===== config.mk =====
export PLATFORM = sky130hd
export DESIGN_NAME = gamcid_regs
export DESIGN_NICKNAME = d
export VERILOG_FILES = /design/src/rtl/gamcid_pkg.sv /design/src/rtl/gamcid_regs.sv /design/src/rtl/gamcid_pin_mux.sv
export SDC_FILE = /design/constraint.sdc
export NUM_CORES = 1
export LEC_CHECK = 0
export BUFFER_PORTS_ARGS = -buffer_cell sky130_fd_sc_hd__clkbuf_2
export CAP_MARGIN = 5
export CORE_MARGIN = 4
export CORE_UTILIZATION = 43
export DETAILED_ROUTE_END_ITERATION = 7
export GPL_TIMING_DRIVEN = 0
export SYNTH_ARGS = -nofsm -noshare
export SYNTH_HDL_FRONTEND = slang
export SYNTH_HIERARCHICAL = 1
export SYNTH_SLANG_ARGS = --single-unit

===== constraint.sdc =====
create_clock -name sys_clk -period 3.9 [get_ports sys_clk]
set_input_delay 0.78 -clock sys_clk [delete_from_list [all_inputs] [get_ports sys_clk]]
set_output_delay 0.78 -clock sys_clk [all_outputs]
set_load 0.05 [all_outputs]

===== src/rtl/gamcid_pkg.sv =====
// constants, types and register map of the pin mode and chip id register bank
package gamcid_pkg;

  localparam int unsigned DATA_W = 8;
  localparam int unsigned ADDR_W = 8;
  localparam int unsigned PIN_N = 8;

  // register offsets
  localparam logic [7:0] ADDR_SERIAL_LOW = 8'hb0;
  localparam logic [7:0] ADDR_SERIAL_MID = 8'hb1;
  localparam logic [7:0] ADDR_SERIAL_HIGH = 8'hb2;
  localparam logic [7:0] ADDR_REV_GRADE = 8'hb3;
  localparam logic [7:0] ADDR_OTP_TAG = 8'hb4;
  localparam logic [7:0] ADDR_ALT_MODE = 8'h7a;
  localparam logic [7:0] ADDR_DIR_CTRL = 8'h7b;
  localparam logic [7:0] ADDR_OUT_LEVEL = 8'h7c;
  localparam logic [7:0] ADDR_IN_LEVEL = 8'h7d;

  // reset values of the pin control registers and of the read data and pin flops
  localparam logic [7:0] ALT_MODE_RESET = 8'h00;
  localparam logic [7:0] DIR_CTRL_RESET = 8'h00;
  localparam logic [7:0] OUT_LEVEL_RESET = 8'h00;
  localparam logic [7:0] RDATA_IDLE = 8'h00;
  localparam logic [7:0] PIN_IDLE = 8'h00;
  localparam logic [7:0] OE_N_IDLE = 8'hff;

  // field positions
  localparam int unsigned DIR_A_POS = 0;
  localparam int unsigned DIR_B_POS = 1;
  localparam int unsigned METAL_MSB = 7;
  localparam int unsigned METAL_LSB = 4;
  localparam int unsigned GRADE_MSB = 3;
  localparam int unsigned GRADE_LSB = 0;
  localparam int unsigned SUPPLY_PIN = 3;

  // pin groups
  localparam logic [7:0] SEQ_PIN_MASK = 8'h87;
  localparam logic [7:0] CLK_PIN_MASK = 8'h70;
  localparam logic [7:0] SUPPLY_PIN_MASK = 8'h08;
  localparam logic [7:0] DIR_B_PIN_MASK = 8'h78;

  typedef enum logic [1:0] {
    gamcid_mode_gpio,
    gamcid_mode_seq,
    gamcid_mode_supply,
    gamcid_mode_clk
  } gamcid_pin_mode_e;

  typedef struct packed {
    logic wr;
    logic rd;
    logic [7:0] addr;
    logic [7:0] wdata;
  } gamcid_req_s;

  typedef struct packed {
    logic [7:0] out;
    logic [7:0] oe_n;
  } gamcid_pin_s;

endpackage


===== src/rtl/gamcid_regs.sv =====
// register bank for pin alternate modes and chip identification
`timescale 1ns/1ps
`default_nettype none
module gamcid_regs #(
  parameter logic [23:0] SERIAL_DEFAULT = 24'h5a3c96,
  // arbitrary value
  parameter logic [3:0] METAL_DEFAULT = 4'ha,
  // arbitrary value
  parameter logic [3:0] GRADE_DEFAULT = 4'h5,
  parameter logic [7:0] OTP_TAG_DEFAULT = 8'h6e
) (
  // clock and reset
  input wire logic sys_clk,
  input wire logic rst_n,
  // register port
  input wire logic [7:0] reg_addr,
  input wire logic [7:0] reg_wdata,
  input wire logic reg_wr,
  input wire logic reg_rd,
  output logic [7:0] reg_rdata,
  // alternate sources
  input wire logic [7:0] power_sequencer,
  input wire logic slow_clock_output,
  // pins
  input wire logic [7:0] pin_in,
  output logic [7:0] pin_out,
  output logic [7:0] pin_oe_n,
  // supply good from pin 3
  output logic ext_supply_good
);

  logic rst_sync1_q;
  logic rst_sync2_q;
  logic rst_core_n;
  gamcid_pkg::gamcid_req_s req;
  logic [23:0] serial_number_field_q;
  logic [3:0] metal_revision_field_q;
  logic [3:0] device_grade_field_q;
  logic [7:0] otp_config_tag_field_q;
  logic [7:0] alt_mode_select_bit_q;
  logic [7:0] dir_ctrl_q;
  logic [7:0] out_level_q;
  logic [7:0] in_level_q;
  logic [7:0] rdata_d;
  logic id_load_q;
  gamcid_pkg::gamcid_pin_s drive;

  // reset release through two flops
  always_ff @(posedge sys_clk or negedge rst_n) begin
    if (!rst_n) begin
      rst_sync1_q <= 1'b0;
      rst_sync2_q <= 1'b0;
    end else begin
      rst_sync1_q <= 1'b1;
      rst_sync2_q <= rst_sync1_q;
    end
  end
  assign rst_core_n = rst_sync2_q;

  assign req.wr = reg_wr;
  assign req.rd = reg_rd;
  assign req.addr = reg_addr;
  assign req.wdata = reg_wdata;

  always_ff @(posedge sys_clk or negedge rst_core_n) begin
    if (!rst_core_n) begin
      serial_number_field_q <= SERIAL_DEFAULT;
      metal_revision_field_q <= METAL_DEFAULT;
      device_grade_field_q <= GRADE_DEFAULT;
      otp_config_tag_field_q <= OTP_TAG_DEFAULT;
    end else if (req.wr) begin
      unique case (req.addr)
        gamcid_pkg::ADDR_SERIAL_LOW: serial_number_field_q[7:0] <= req.wdata;
        gamcid_pkg::ADDR_SERIAL_MID: serial_number_field_q[15:8] <= req.wdata;
        gamcid_pkg::ADDR_SERIAL_HIGH: serial_number_field_q[23:16] <= req.wdata;
        gamcid_pkg::ADDR_REV_GRADE: begin
          metal_revision_field_q <= req.wdata[gamcid_pkg::METAL_MSB:gamcid_pkg::METAL_LSB];
          device_grade_field_q <= req.wdata[gamcid_pkg::GRADE_MSB:gamcid_pkg::GRADE_LSB];
        end
        gamcid_pkg::ADDR_OTP_TAG: otp_config_tag_field_q <= req.wdata;
        default: ;
      endcase
    end
  end

  // marks the first cycle after reset release
  always_ff @(posedge sys_clk or negedge rst_core_n) begin
    if (!rst_core_n) begin
      id_load_q <= 1'b1;
    end else begin
      id_load_q <= 1'b0;
    end
  end

  always_ff @(posedge sys_clk or negedge rst_core_n) begin
    if (!rst_core_n) begin
      alt_mode_select_bit_q <= gamcid_pkg::ALT_MODE_RESET;
      dir_ctrl_q <= gamcid_pkg::DIR_CTRL_RESET;
      out_level_q <= gamcid_pkg::OUT_LEVEL_RESET;
    end else if (req.wr) begin
      if (req.addr == gamcid_pkg::ADDR_ALT_MODE) begin
        alt_mode_select_bit_q <= req.wdata;
      end
      if (req.addr == gamcid_pkg::ADDR_DIR_CTRL) begin
        dir_ctrl_q <= req.wdata;
      end
      if (req.addr == gamcid_pkg::ADDR_OUT_LEVEL) begin
        out_level_q <= req.wdata;
      end
    end
  end

  // pin sample
  always_ff @(posedge sys_clk or negedge rst_core_n) begin
    if (!rst_core_n) begin
      in_level_q <= gamcid_pkg::PIN_IDLE;
    end else begin
      in_level_q <= pin_in;
    end
  end

  // read decode
  always_comb begin
    rdata_d = gamcid_pkg::RDATA_IDLE;
    if (req.rd) begin
      unique case (req.addr)
        gamcid_pkg::ADDR_SERIAL_LOW: rdata_d = serial_number_field_q[7:0];
        gamcid_pkg::ADDR_SERIAL_MID: rdata_d = serial_number_field_q[15:8];
        gamcid_pkg::ADDR_SERIAL_HIGH: rdata_d = serial_number_field_q[23:16];
        gamcid_pkg::ADDR_REV_GRADE: rdata_d = {metal_revision_field_q, device_grade_field_q};
        gamcid_pkg::ADDR_OTP_TAG: rdata_d = otp_config_tag_field_q;
        gamcid_pkg::ADDR_ALT_MODE: rdata_d = alt_mode_select_bit_q;
        gamcid_pkg::ADDR_DIR_CTRL: rdata_d = dir_ctrl_q;
        gamcid_pkg::ADDR_OUT_LEVEL: rdata_d = out_level_q;
        gamcid_pkg::ADDR_IN_LEVEL: rdata_d = in_level_q;
        default: rdata_d = gamcid_pkg::RDATA_IDLE;
      endcase
    end
  end

  // read data one cycle after the strobe
  always_ff @(posedge sys_clk or negedge rst_core_n) begin
    if (!rst_core_n) begin
      reg_rdata <= gamcid_pkg::RDATA_IDLE;
    end else begin
      reg_rdata <= rdata_d;
    end
  end

  gamcid_pin_mux u_pin_mux (
    .alt_mode_select_bit(alt_mode_select_bit_q),
    .pin_direction_bit_a(dir_ctrl_q[gamcid_pkg::DIR_A_POS]),
    .pin_direction_bit_b(dir_ctrl_q[gamcid_pkg::DIR_B_POS]),
    .gp_out_level(out_level_q),
    .power_sequencer(power_sequencer),
    .slow_clock_output(slow_clock_output),
    .drive(drive)
  );

  always_ff @(posedge sys_clk or negedge rst_core_n) begin
    if (!rst_core_n) begin
      pin_out <= gamcid_pkg::PIN_IDLE;
      pin_oe_n <= gamcid_pkg::OE_N_IDLE;
    end else begin
      pin_out <= drive.out;
      pin_oe_n <= drive.oe_n;
    end
  end

  // supply good taken from pin 3
  always_ff @(posedge sys_clk or negedge rst_core_n) begin
    if (!rst_core_n) begin
      ext_supply_good <= 1'b0;
    end else begin
      ext_supply_good <= alt_mode_select_bit_q[gamcid_pkg::SUPPLY_PIN]
                         & in_level_q[gamcid_pkg::SUPPLY_PIN];
    end
  end
endmodule
`default_nettype wire


===== src/rtl/gamcid_pin_mux.sv =====
// per pin routing between general purpose logic and the alternate functions
`timescale 1ns/1ps
`default_nettype none
module gamcid_pin_mux (
  // controls
  input wire logic [7:0] alt_mode_select_bit,
  input wire logic pin_direction_bit_a,
  input wire logic pin_direction_bit_b,
  input wire logic [7:0] gp_out_level,
  // alternate sources
  input wire logic [7:0] power_sequencer,
  input wire logic slow_clock_output,
  // routed drive
  output gamcid_pkg::gamcid_pin_s drive
);

  for (genvar i = 0; i < gamcid_pkg::PIN_N; i++) begin : g_pin
    gamcid_pkg::gamcid_pin_mode_e mode;
    logic dir;
    always_comb begin
      dir = gamcid_pkg::DIR_B_PIN_MASK[i] ? pin_direction_bit_b : pin_direction_bit_a;
      if (!alt_mode_select_bit[i]) begin
        mode = gamcid_pkg::gamcid_mode_gpio;
      end else if (gamcid_pkg::SEQ_PIN_MASK[i]) begin
        mode = gamcid_pkg::gamcid_mode_seq;
      end else if (gamcid_pkg::SUPPLY_PIN_MASK[i]) begin
        mode = gamcid_pkg::gamcid_mode_supply;
      end else begin
        mode = gamcid_pkg::gamcid_mode_clk;
      end
      unique case (mode)
        gamcid_pkg::gamcid_mode_gpio: begin
          drive.out[i] = dir & gp_out_level[i];
          drive.oe_n[i] = ~dir;
        end
        gamcid_pkg::gamcid_mode_seq: begin
          drive.out[i] = power_sequencer[i];
          drive.oe_n[i] = 1'b0;
        end
        gamcid_pkg::gamcid_mode_supply: begin
          drive.out[i] = 1'b0;
          drive.oe_n[i] = 1'b1;
        end
        gamcid_pkg::gamcid_mode_clk: begin
          drive.out[i] = slow_clock_output;
          drive.oe_n[i] = 1'b0;
        end
      endcase
    end
  end

endmodule
`default_nettype wire


==> Word level (Yosys, flattened, before mapping) <==
Index checks and enable logic that the tools add are counted.
{ "totals": {"regBits": 99, "latchBits": 0, "mem_bits_rw": 0, "romBits": 0, "in_bits": 37, "output_inout_bits": 25, "memories": 0} }
{ "op_classes": {"add_sub_neg": 0, "mul": 0, "div_mod_pow": 0, "n_lt_le_gt_ge": 0, "n_eq_ne": 33, "n_shift": 0, "n_mux": 26, "n_bitwise": 11, "n_reduce_logical": 24} }
{ "op_table": {"columns": ["cell", "n"], "rows": [
  ["one-hot mux 8 bit (9 select lines)", 1],
  ["== test 8 bit, second input constant", 5],
  ["== test 8 x 7 -> 1 bit, second input constant", 4],
  ["one-hot mux 1 bit (4 select lines)", 8],
  ["one-hot mux 1 bit (3 select lines)", 8],
  ["== test 1 x 2 -> 1 bit, second input constant", 8],
  ["== test 2 bit, second input constant", 8],
  ["zero test 2 bit", 8],
  ["AND reduction 2 bit", 8],
  ["OR reduction 2 bit", 8],
  ["bitwise AND 1 bit", 9],
  ["== test 2 x 1 -> 1 bit, second input constant", 4],
  ["two-way mux 2 bit", 4],
  ["two-way mux 8 bit", 1],
  ["== test 1 bit, second input constant", 4],
  ["two-way mux 1 bit", 4],
  ["inverter 1 bit", 2]
]} }

==> Longest topological paths before layout <==
Gate-level depths: netlist (run 1).
{ "depth": {"ltp_word": 4, "mapped_depth": 7, "ltp_nobuf": 4} }

==> Cells and area by module <==
Netlist (run 1), hierarchy kept.
{ "by_module_without_submodules": {"columns": ["mod", "n_inst", "cells_each", "area_each_um2"], "rows": [
  ["gamcid_regs", 1, 278, 4186.5],
  ["gamcid_pin_mux", 1, 32, 141.4]
]} }

==> Least setup slack after synthesis (run 1) <==
No wires, ideal clock.
{ "synth_timing": {"path_type": "input -> register", "start": "input reg_addr[6]", "end": "register serial_number_field_q[14]", "setup_time_ns": 0.125, "arrival_ns": 2.087, "required_ns": 3.775, "setup_slack_ns": 1.688, "path_stages": 4, "cell_sequence": "or3b_1 -> buf_6 -> nor4_4 -> mux2_2"} }
{ "synth_via": {"elab_chain_cells": 2} }
{ "synth_rtl": {"columns": ["item", "line", "rtl"], "rows": [
  ["from (decl)", "gamcid_regs.sv:16", "input wire logic [7:0] reg_addr,"],
  ["== test 8 bit", "gamcid_regs.sv:72", "unique case (req.addr)"],
  ["AND reduction 2 bit (no line)", null, null],
  ["to (signal assigned)", "gamcid_regs.sv:74", "gamcid_pkg::ADDR_SERIAL_MID: serial_number_field_q[15:8] <= req.wdata;"],
  ["to (decl)", "gamcid_regs.sv:36", "logic [23:0] serial_number_field_q;"]
]} }
Every way passes these cells.
A chain may end at the register's enable or synchronous reset.

==> Final worst setup path (run 1) <==
{ "layout_timing": {"start": "input reg_addr[6]", "end": "register reg_rdata[5]"} }
{ "layout_via": {"elab_chain_cells": 3} }
{ "layout_rtl": {"columns": ["item", "line", "rtl"], "rows": [
  ["== test 8 x 7 -> 1 bit / == test 8 bit (equally long branches)", "gamcid_regs.sv:126", "unique case (req.addr)"],
  ["one-hot mux 8 bit (9 select lines) (*)", "gamcid_regs.sv:126", null],
  ["two-way mux 8 bit (*)", "gamcid_regs.sv:125", "if (req.rd) begin"],
  ["via rdata_d[5]", "gamcid_regs.sv:44", "logic [7:0] rdata_d;"],
  ["to (signal assigned)", "gamcid_regs.sv:144", "reg_rdata <= gamcid_pkg::RDATA_IDLE;"],
  ["to (signal assigned)", "gamcid_regs.sv:146", "reg_rdata <= rdata_d;"],
  ["to (decl)", "gamcid_regs.sv:20", "output logic [7:0] reg_rdata,"]
]} }
Mark *: on every way through the listed nets, which the timed path passes. The rest lies on a longest branch.

==> metrics, run 1 <==
Post-CTS Resized 0; Largest register FFs 24; Syn. warnings 6; reg2reg path depth 3; fraction of layout cells with a size suffix above 1 0.499; outcome finished, final reports clean; final hold vios 0; initial antenna violation count 0; f_max 407 MHz; core area 9770 sq um; DP Area 4800 sq um; Starting Density 0.443; WS Path Type in2reg; worst hold slack 0.172 ns; Setup crit start kind primary input; worst ir drop on vdd 0.000311 V; Via Count 2,771; Async S/R FF share, synth 1.00; clock latency on the worst-skew pair 0.38 ns; PD cells 409 nW/um^2; CTS tree done; Top FF cell, synth dfrtp_1; Residual DRC 0; # setup viols final 0; Avg Vias per Cell 5.39; Num CTS Buffers 9; Synthesized Nets 347; Antenna Cells 0; Syn-to-layout area delta 16.0%; Lkg Pwr 0.00230 uW; Max Buffers Root-to-Sink 2; dpl hpwl 6.76 mm; Seq cells post-synth 99; RSZ-0062 raised after global routing false; maxcap violations 0; H-tree depth 3; starting DRC count in detailed routing 161; Seq pwr share 0.546; cts hold-fix bufs 0; Unique masters post-synth 50; sequential fraction of the synthesis area 0.581; Die ar. 11,700 sq um; most frequent cells in the layout 69 x dfrtp_1, 66 x mux2_2, 55 x clkbuf_2; root buf cell clkbuf_8; grt total ovfl 0; input/output buffers 54; Final Util 0.514; most common cell after layout, fill and taps aside dfrtp_1; Power Internal 1550 uW; final period utilization 0.631; number of global-route vias before repair 2,825; syn_area_per_cell 14.0 sq um; clk sinks 99; Routed WL 9.57 mm; Fin Clk Skew 0.00973 ns; design area 5020 sq um; Die Ht 108 microns; Final WS setup 1.44 ns; clock power share 0.361; net switching power 501 uW; clock period minus worst slack 2.46 ns; data arrival time of the critical path 2.74 ns; normalized max-slew margin 0.172; Layout Nets 413; synthesized instance count 310; Crit path required time 4.18 ns; Post-DRT Antenna Nets 0; largest net degree at the start of global routing 51; post-CTS setup buffers 0; r2r setup slk 2.48 ns; Clock transition at path regs 0.09 ns; GRT Total Usage 0.176; first-pass GRT wire length 15.3 mm; routed length per instance 18.6 microns; Tightest Pin Transition 1.24 ns; # rows 36; Comb power frac 0.094; switching share of power 0.244; Most flops, register serial_number_field_q; die width 108 microns; Critical Path Fanout Max 7; Worst Setup End Kind flop; drt first pass iters 4; pre-CTS setup slack 1.16 ns; HP Class in2async; routability cong. 0.831; EDFF count, synth 0; Mapped Area 4330 sq um; I/O Pins 62; Final Max Tran Viols 0
==> through the flow <==
stage	total power, uW	TNS, ns	std cells
2_1_floorplan	1260	0	310
3_3_place_gp	1320	-4.16	497
3_5_place_dp	1330	0	498
4_1_cts	2080	0	514
5_1_grt	2150	0	514
6_report	2050	0	514
==> worst max-delay path: stages <==
cell	delay [ns]
clkbuf_2	0.12
nor3b_1	1.00
a221oi_1	0.25
a211o_1	0.32
a211oi_1	0.26
==> routing by layer <==
layer | vias to the layer above | GRT usage | share of wire
li1 | 1279 | - | -
met1 | 1390 | 0.238 | 0.45
met2 | 88 | 0.264 | 0.47
met3 | 14 | 0.0591 | 0.063
met4 | 0 | 0.0694 | 0.020
met5 | - | 0 | 0
==> cell families after synthesis <==
logic type             Yosys count  share of synthesized area
muxes                           91                      0.239
other                            1                   0.000866
DFF                             99                      0.581
and+or+nand+nor                 60                     0.0919
AOI/OAI and AO/OA               39                     0.0648
buffers and inverters           20                     0.0231
==> area by class of cell <==
| class | count | area [sq um] |
|---|---|---|
| fill | 891 | 4750 |
| sequential | 99 | 2520 |
| multi-input combinational | 191 | 1710 |
| timing repair buffer | 55 | 298 |
| tap | 133 | 166 |
| clock buffer | 11 | 151 |
| buffer | 14 | 77.6 |
| clock inverter | 5 | 75.1 |
| inverter | 6 | 22.5 |
==> cell usage after synthesis (3+ instances only) <==
master | number | share of area
buf_2 | 7 | 0.0081
o21ai_0 | 8 | 0.0093
a32oi_1 | 3 | 0.0061
nor3_1 | 6 | 0.0069
nand2_1 | 18 | 0.016
nor2_1 | 11 | 0.0095
mux2i_1 | 21 | 0.049
a221oi_1 | 4 | 0.0081
a211oi_1 | 3 | 0.0052
mux4_2 | 3 | 0.016
dfrtp_1 | 70 | 0.40
o22ai_1 | 5 | 0.0072
o221ai_1 | 3 | 0.0061
nor4_4 | 3 | 0.015
mux2_2 | 66 | 0.17
inv_1 | 6 | 0.0052
dfstp_2 | 29 | 0.18
a22oi_1 | 3 | 0.0052
==> worst paths after layout <==
kind / end / startpoint
max in group asynchronous: pin_oe_n[1]$_DFF_PN1_ / rst_core_n$_DFF_PN0_
min: rst_core_n$_DFF_PN0_ / rst_n
max: reg_rdata[5]$_DFF_PN0_ / reg_addr[6]
max reg2reg: reg_rdata[6]$_DFF_PN0_ / serial_number_field_q[22]$_DFFE_PN1P_
min in group sys_clk: rst_core_n$_DFF_PN0_ / rst_sync1_q$_DFF_PN0_
min reg2reg: serial_number_field_q[18]$_DFFE_PN0P_ / rst_core_n$_DFF_PN0_
==> power groups by stage <==
stage / logic (uW) / registers [uW] / clock network [uW]
global placement: 178 / 1150 / 0
floorplan: 89.2 / 1170 / 0
detailed placement: 194 / 1140 / 0
global route: 209 / 1130 / 814
CTS: 195 / 1120 / 765
finish: 193 / 1120 / 740
Power figures use the tool's default switching activity.
==> run 2: changes to the inputs <==
==> constraint.sdc (replaced) <==
create_clock -name sys_clk -period 2.3 [get_ports sys_clk]
set_input_delay 0.46 -clock sys_clk [delete_from_list [all_inputs] [get_ports sys_clk]]
set_output_delay 0.46 -clock sys_clk [all_outputs]
set_load 0.05 [all_outputs]
==> run 2 against run 1 <==
  * Die area is the same
  * Utilization shrank 0.20 points
  * Via count shrank 0.69%
  * Critical path depth is the same
  * Setup slack lost 1.2 ns
  * Count of clock-buffer cells in the layout grew 1
  * Critical path type unchanged
  * Largest power group unchanged
==> metrics, run 2 (synthesis gave the netlist of run 1 again) <==
outcome finished, final reports clean (unchanged); hold wc startpoint pin_in[0]; most common cell after layout, fill and taps aside dfrtp_1 (unchanged); cts hold-fix bufs 1 (was 0); Lkg Pwr 0.00228 uW (was 0.00230 uW); CTS tree done (unchanged); clock latency on the worst-skew pair 0.36 ns (was 0.38 ns); Setup crit start kind primary input (unchanged); clk sinks 99 (unchanged); post-CTS setup buffers 0 (unchanged); CP max stage cell nor3b_1 (unchanged); normalized max-slew margin 0.255 (was 0.172); Starting Density 0.443 (unchanged); first-pass GRT wire length 15.1 mm (was 15.3 mm); final hold vios 0 (unchanged); starting DRC count in detailed routing 159 (was 161); Crit path required time 2.55 ns (was 4.18 ns); clock period minus worst slack 2.05 ns; Final Max Tran Viols 0 (unchanged); Die Ht 108 microns (unchanged); Die ar. 11,700 sq um (unchanged); Largest register FFs 24 (unchanged); I/O Pins 62 (unchanged); delay of the slowest cell on the worst path 0.91 ns (was 1.00 ns); Avg Vias per Cell 5.34 (was 5.39); H-tree depth 3 (unchanged); Layout Nets 414 (was 413); PD cells 671 nW/um^2 (was 409 nW/um^2); Final Util 0.512 (was 0.514); net switching power 855 uW (was 501 uW); Post-CTS Resized 0 (unchanged); core area 9770 sq um (unchanged); worst ir drop on vdd 0.000321 V (was 0.000311 V); WS Path Type in2reg (unchanged); final period utilization 0.890; Worst Setup End Kind flop (unchanged); number of global-route vias before repair 2,781 (was 2,825); Syn-to-layout area delta 15.6% (was 16.0%); fraction of layout cells with a size suffix above 1 0.492 (was 0.499); Via Count 2,752 (was 2,771); input/output buffers 54 (unchanged); CP cell instances clkbuf_2 -> nor3b_1 -> a221oi_1 -> a211o_1 -> a211oi_1 (unchanged); CP startpoint reg_addr[6] (unchanged); CP top delay family simple AND/OR/NAND/NOR gates (unchanged); RSZ-0062 raised after global routing false (unchanged); routed length per instance 18.3 microns (was 18.6 microns); fill cell count 907 (was 891); Seq pwr share 0.565 (was 0.546); most frequent cells in the layout 69 x dfrtp_1, 66 x mux2_2, 55 x clkbuf_2 (unchanged); switching share of power 0.255 (was 0.244); data arrival time of the critical path 2.30 ns (was 2.74 ns); Antenna Cells 0 (unchanged); HP Class in2reg (was in2async); Clock transition at path regs 0.09 ns (about the same); GRT Total Usage 0.170 (was 0.176); largest net degree at the start of global routing 56 (was 51); routability cong. 0.835 (was 0.831); # rows 36 (unchanged); grt total ovfl 0 (unchanged); Power Internal 2500 uW (was 1550 uW); Post-DRT Antenna Nets 0 (unchanged); drt first pass iters 4 (unchanged); Num CTS Buffers 9 (unchanged); root buf cell clkbuf_8 (unchanged); design area 5000 sq um (was 5020 sq um); Comb power frac 0.098 (was 0.094); WP buf/inv 1 (unchanged); Most flops, register serial_number_field_q (unchanged); maxcap violations 0 (unchanged); Reg area 2520 sq um (unchanged); die width 108 microns (unchanged); DP Area 4800 sq um (unchanged); Sum Neg Setup Slack 0 ns (unchanged); Routed WL 9.41 mm (was 9.57 mm); Tightest Pin Transition 1.11 ns (was 1.24 ns); Fin Clk Skew 0.0121 ns (was 0.00973 ns); pre-CTS setup slack -0.0569 ns (was 1.16 ns); clock power share 0.337 (was 0.361); f_max 488 MHz; Residual DRC 0 (unchanged); initial antenna violation count 0 (unchanged); area of the multi-input gates 1710 sq um (unchanged); dpl hpwl 6.64 mm (was 6.76 mm); worst hold slack 0.205 ns (was 0.172 ns); # setup viols final 0 (unchanged); reg2reg start metal_revision_field_q[2]$_DFFE_PN0P_ (was serial_number_field_q[22]$_DFFE_PN1P_); Critical Path Fanout Max 7 (unchanged); Final WS setup 0.253 ns (was 1.44 ns); Max Buffers Root-to-Sink 2 (unchanged)
run 2: changes by cell type in the layout (fill, tap and decap cells not counted):
cell           before  now
clkbuf_1            2    4
clkinv_2            3    1
bufinv_16           2    1
clkbuf_8           11   10
clkinvlp_4          0    1
dlygate4sd3_1       0    1
inv_6               0    1
run 2: metrics by stage:
| step | cells | power [uW] |
|---|---|---|
| 2_1_floorplan | 310 | 2140 |
| 3_3_place_gp | 497 | 2250 |
| 3_5_place_dp | 498 | 2260 |
| 4_1_cts | 515 | 3390 |
| 5_1_grt | 515 | 3500 |
| 6_report | 515 | 3360 |
run 2: worst reg2reg max path: stages, from the launching register on:
cell and delay [ns]:
dfrtp_1 0.39, mux4_2 0.50, a22oi_1 0.22, a211oi_1 0.13
run 2: power groups by stage:
stage               registers (uW)  clock network (uW)  logic, uW
finish                        1900                1130        330
global route                  1910                1230        360
CTS                           1900                1160        333
detailed placement            1930                   0        330
global placement              1940                   0        301
floorplan                     1990                   0        151
run 2: layer usage:
layer,global-route usage,vias up,wire (microns)
li1,-,1279,-
met1,0.239,1394,4410
met2,0.266,70,4380
met3,0.0424,9,507
met4,0.0478,0,105
met5,0,-,0
run 2: final cells by class:
class | count | area share
flip-flops and latches | 99 | 0.503
multi-input cells | 191 | 0.343
repair buffers | 56 | 0.0615
well taps | 133 | 0.0333
clock buffers | 12 | 0.0290
plain buffers | 14 | 0.0155
clock inverters | 4 | 0.0103
inverters | 6 | 0.00450
run 2: worst paths after layout:
kind	depth (start not counted)	endpoint	slack [ns]
hold / removal	1	in_level_q[0]$_DFF_PN0_	0.21
hold reg to reg	0	serial_number_field_q[15]$_DFFE_PN0P_	0.33
max in group asynchronous	1	otp_config_tag_field_q[5]$_DFFE_PN1P_	1.26
setup / recovery	5	reg_rdata[0]$_DFF_PN0_	0.25
min in group asynchronous	0	serial_number_field_q[15]$_DFFE_PN0P_	0.33
setup reg to reg	3	reg_rdata[6]$_DFF_PN0_	0.93
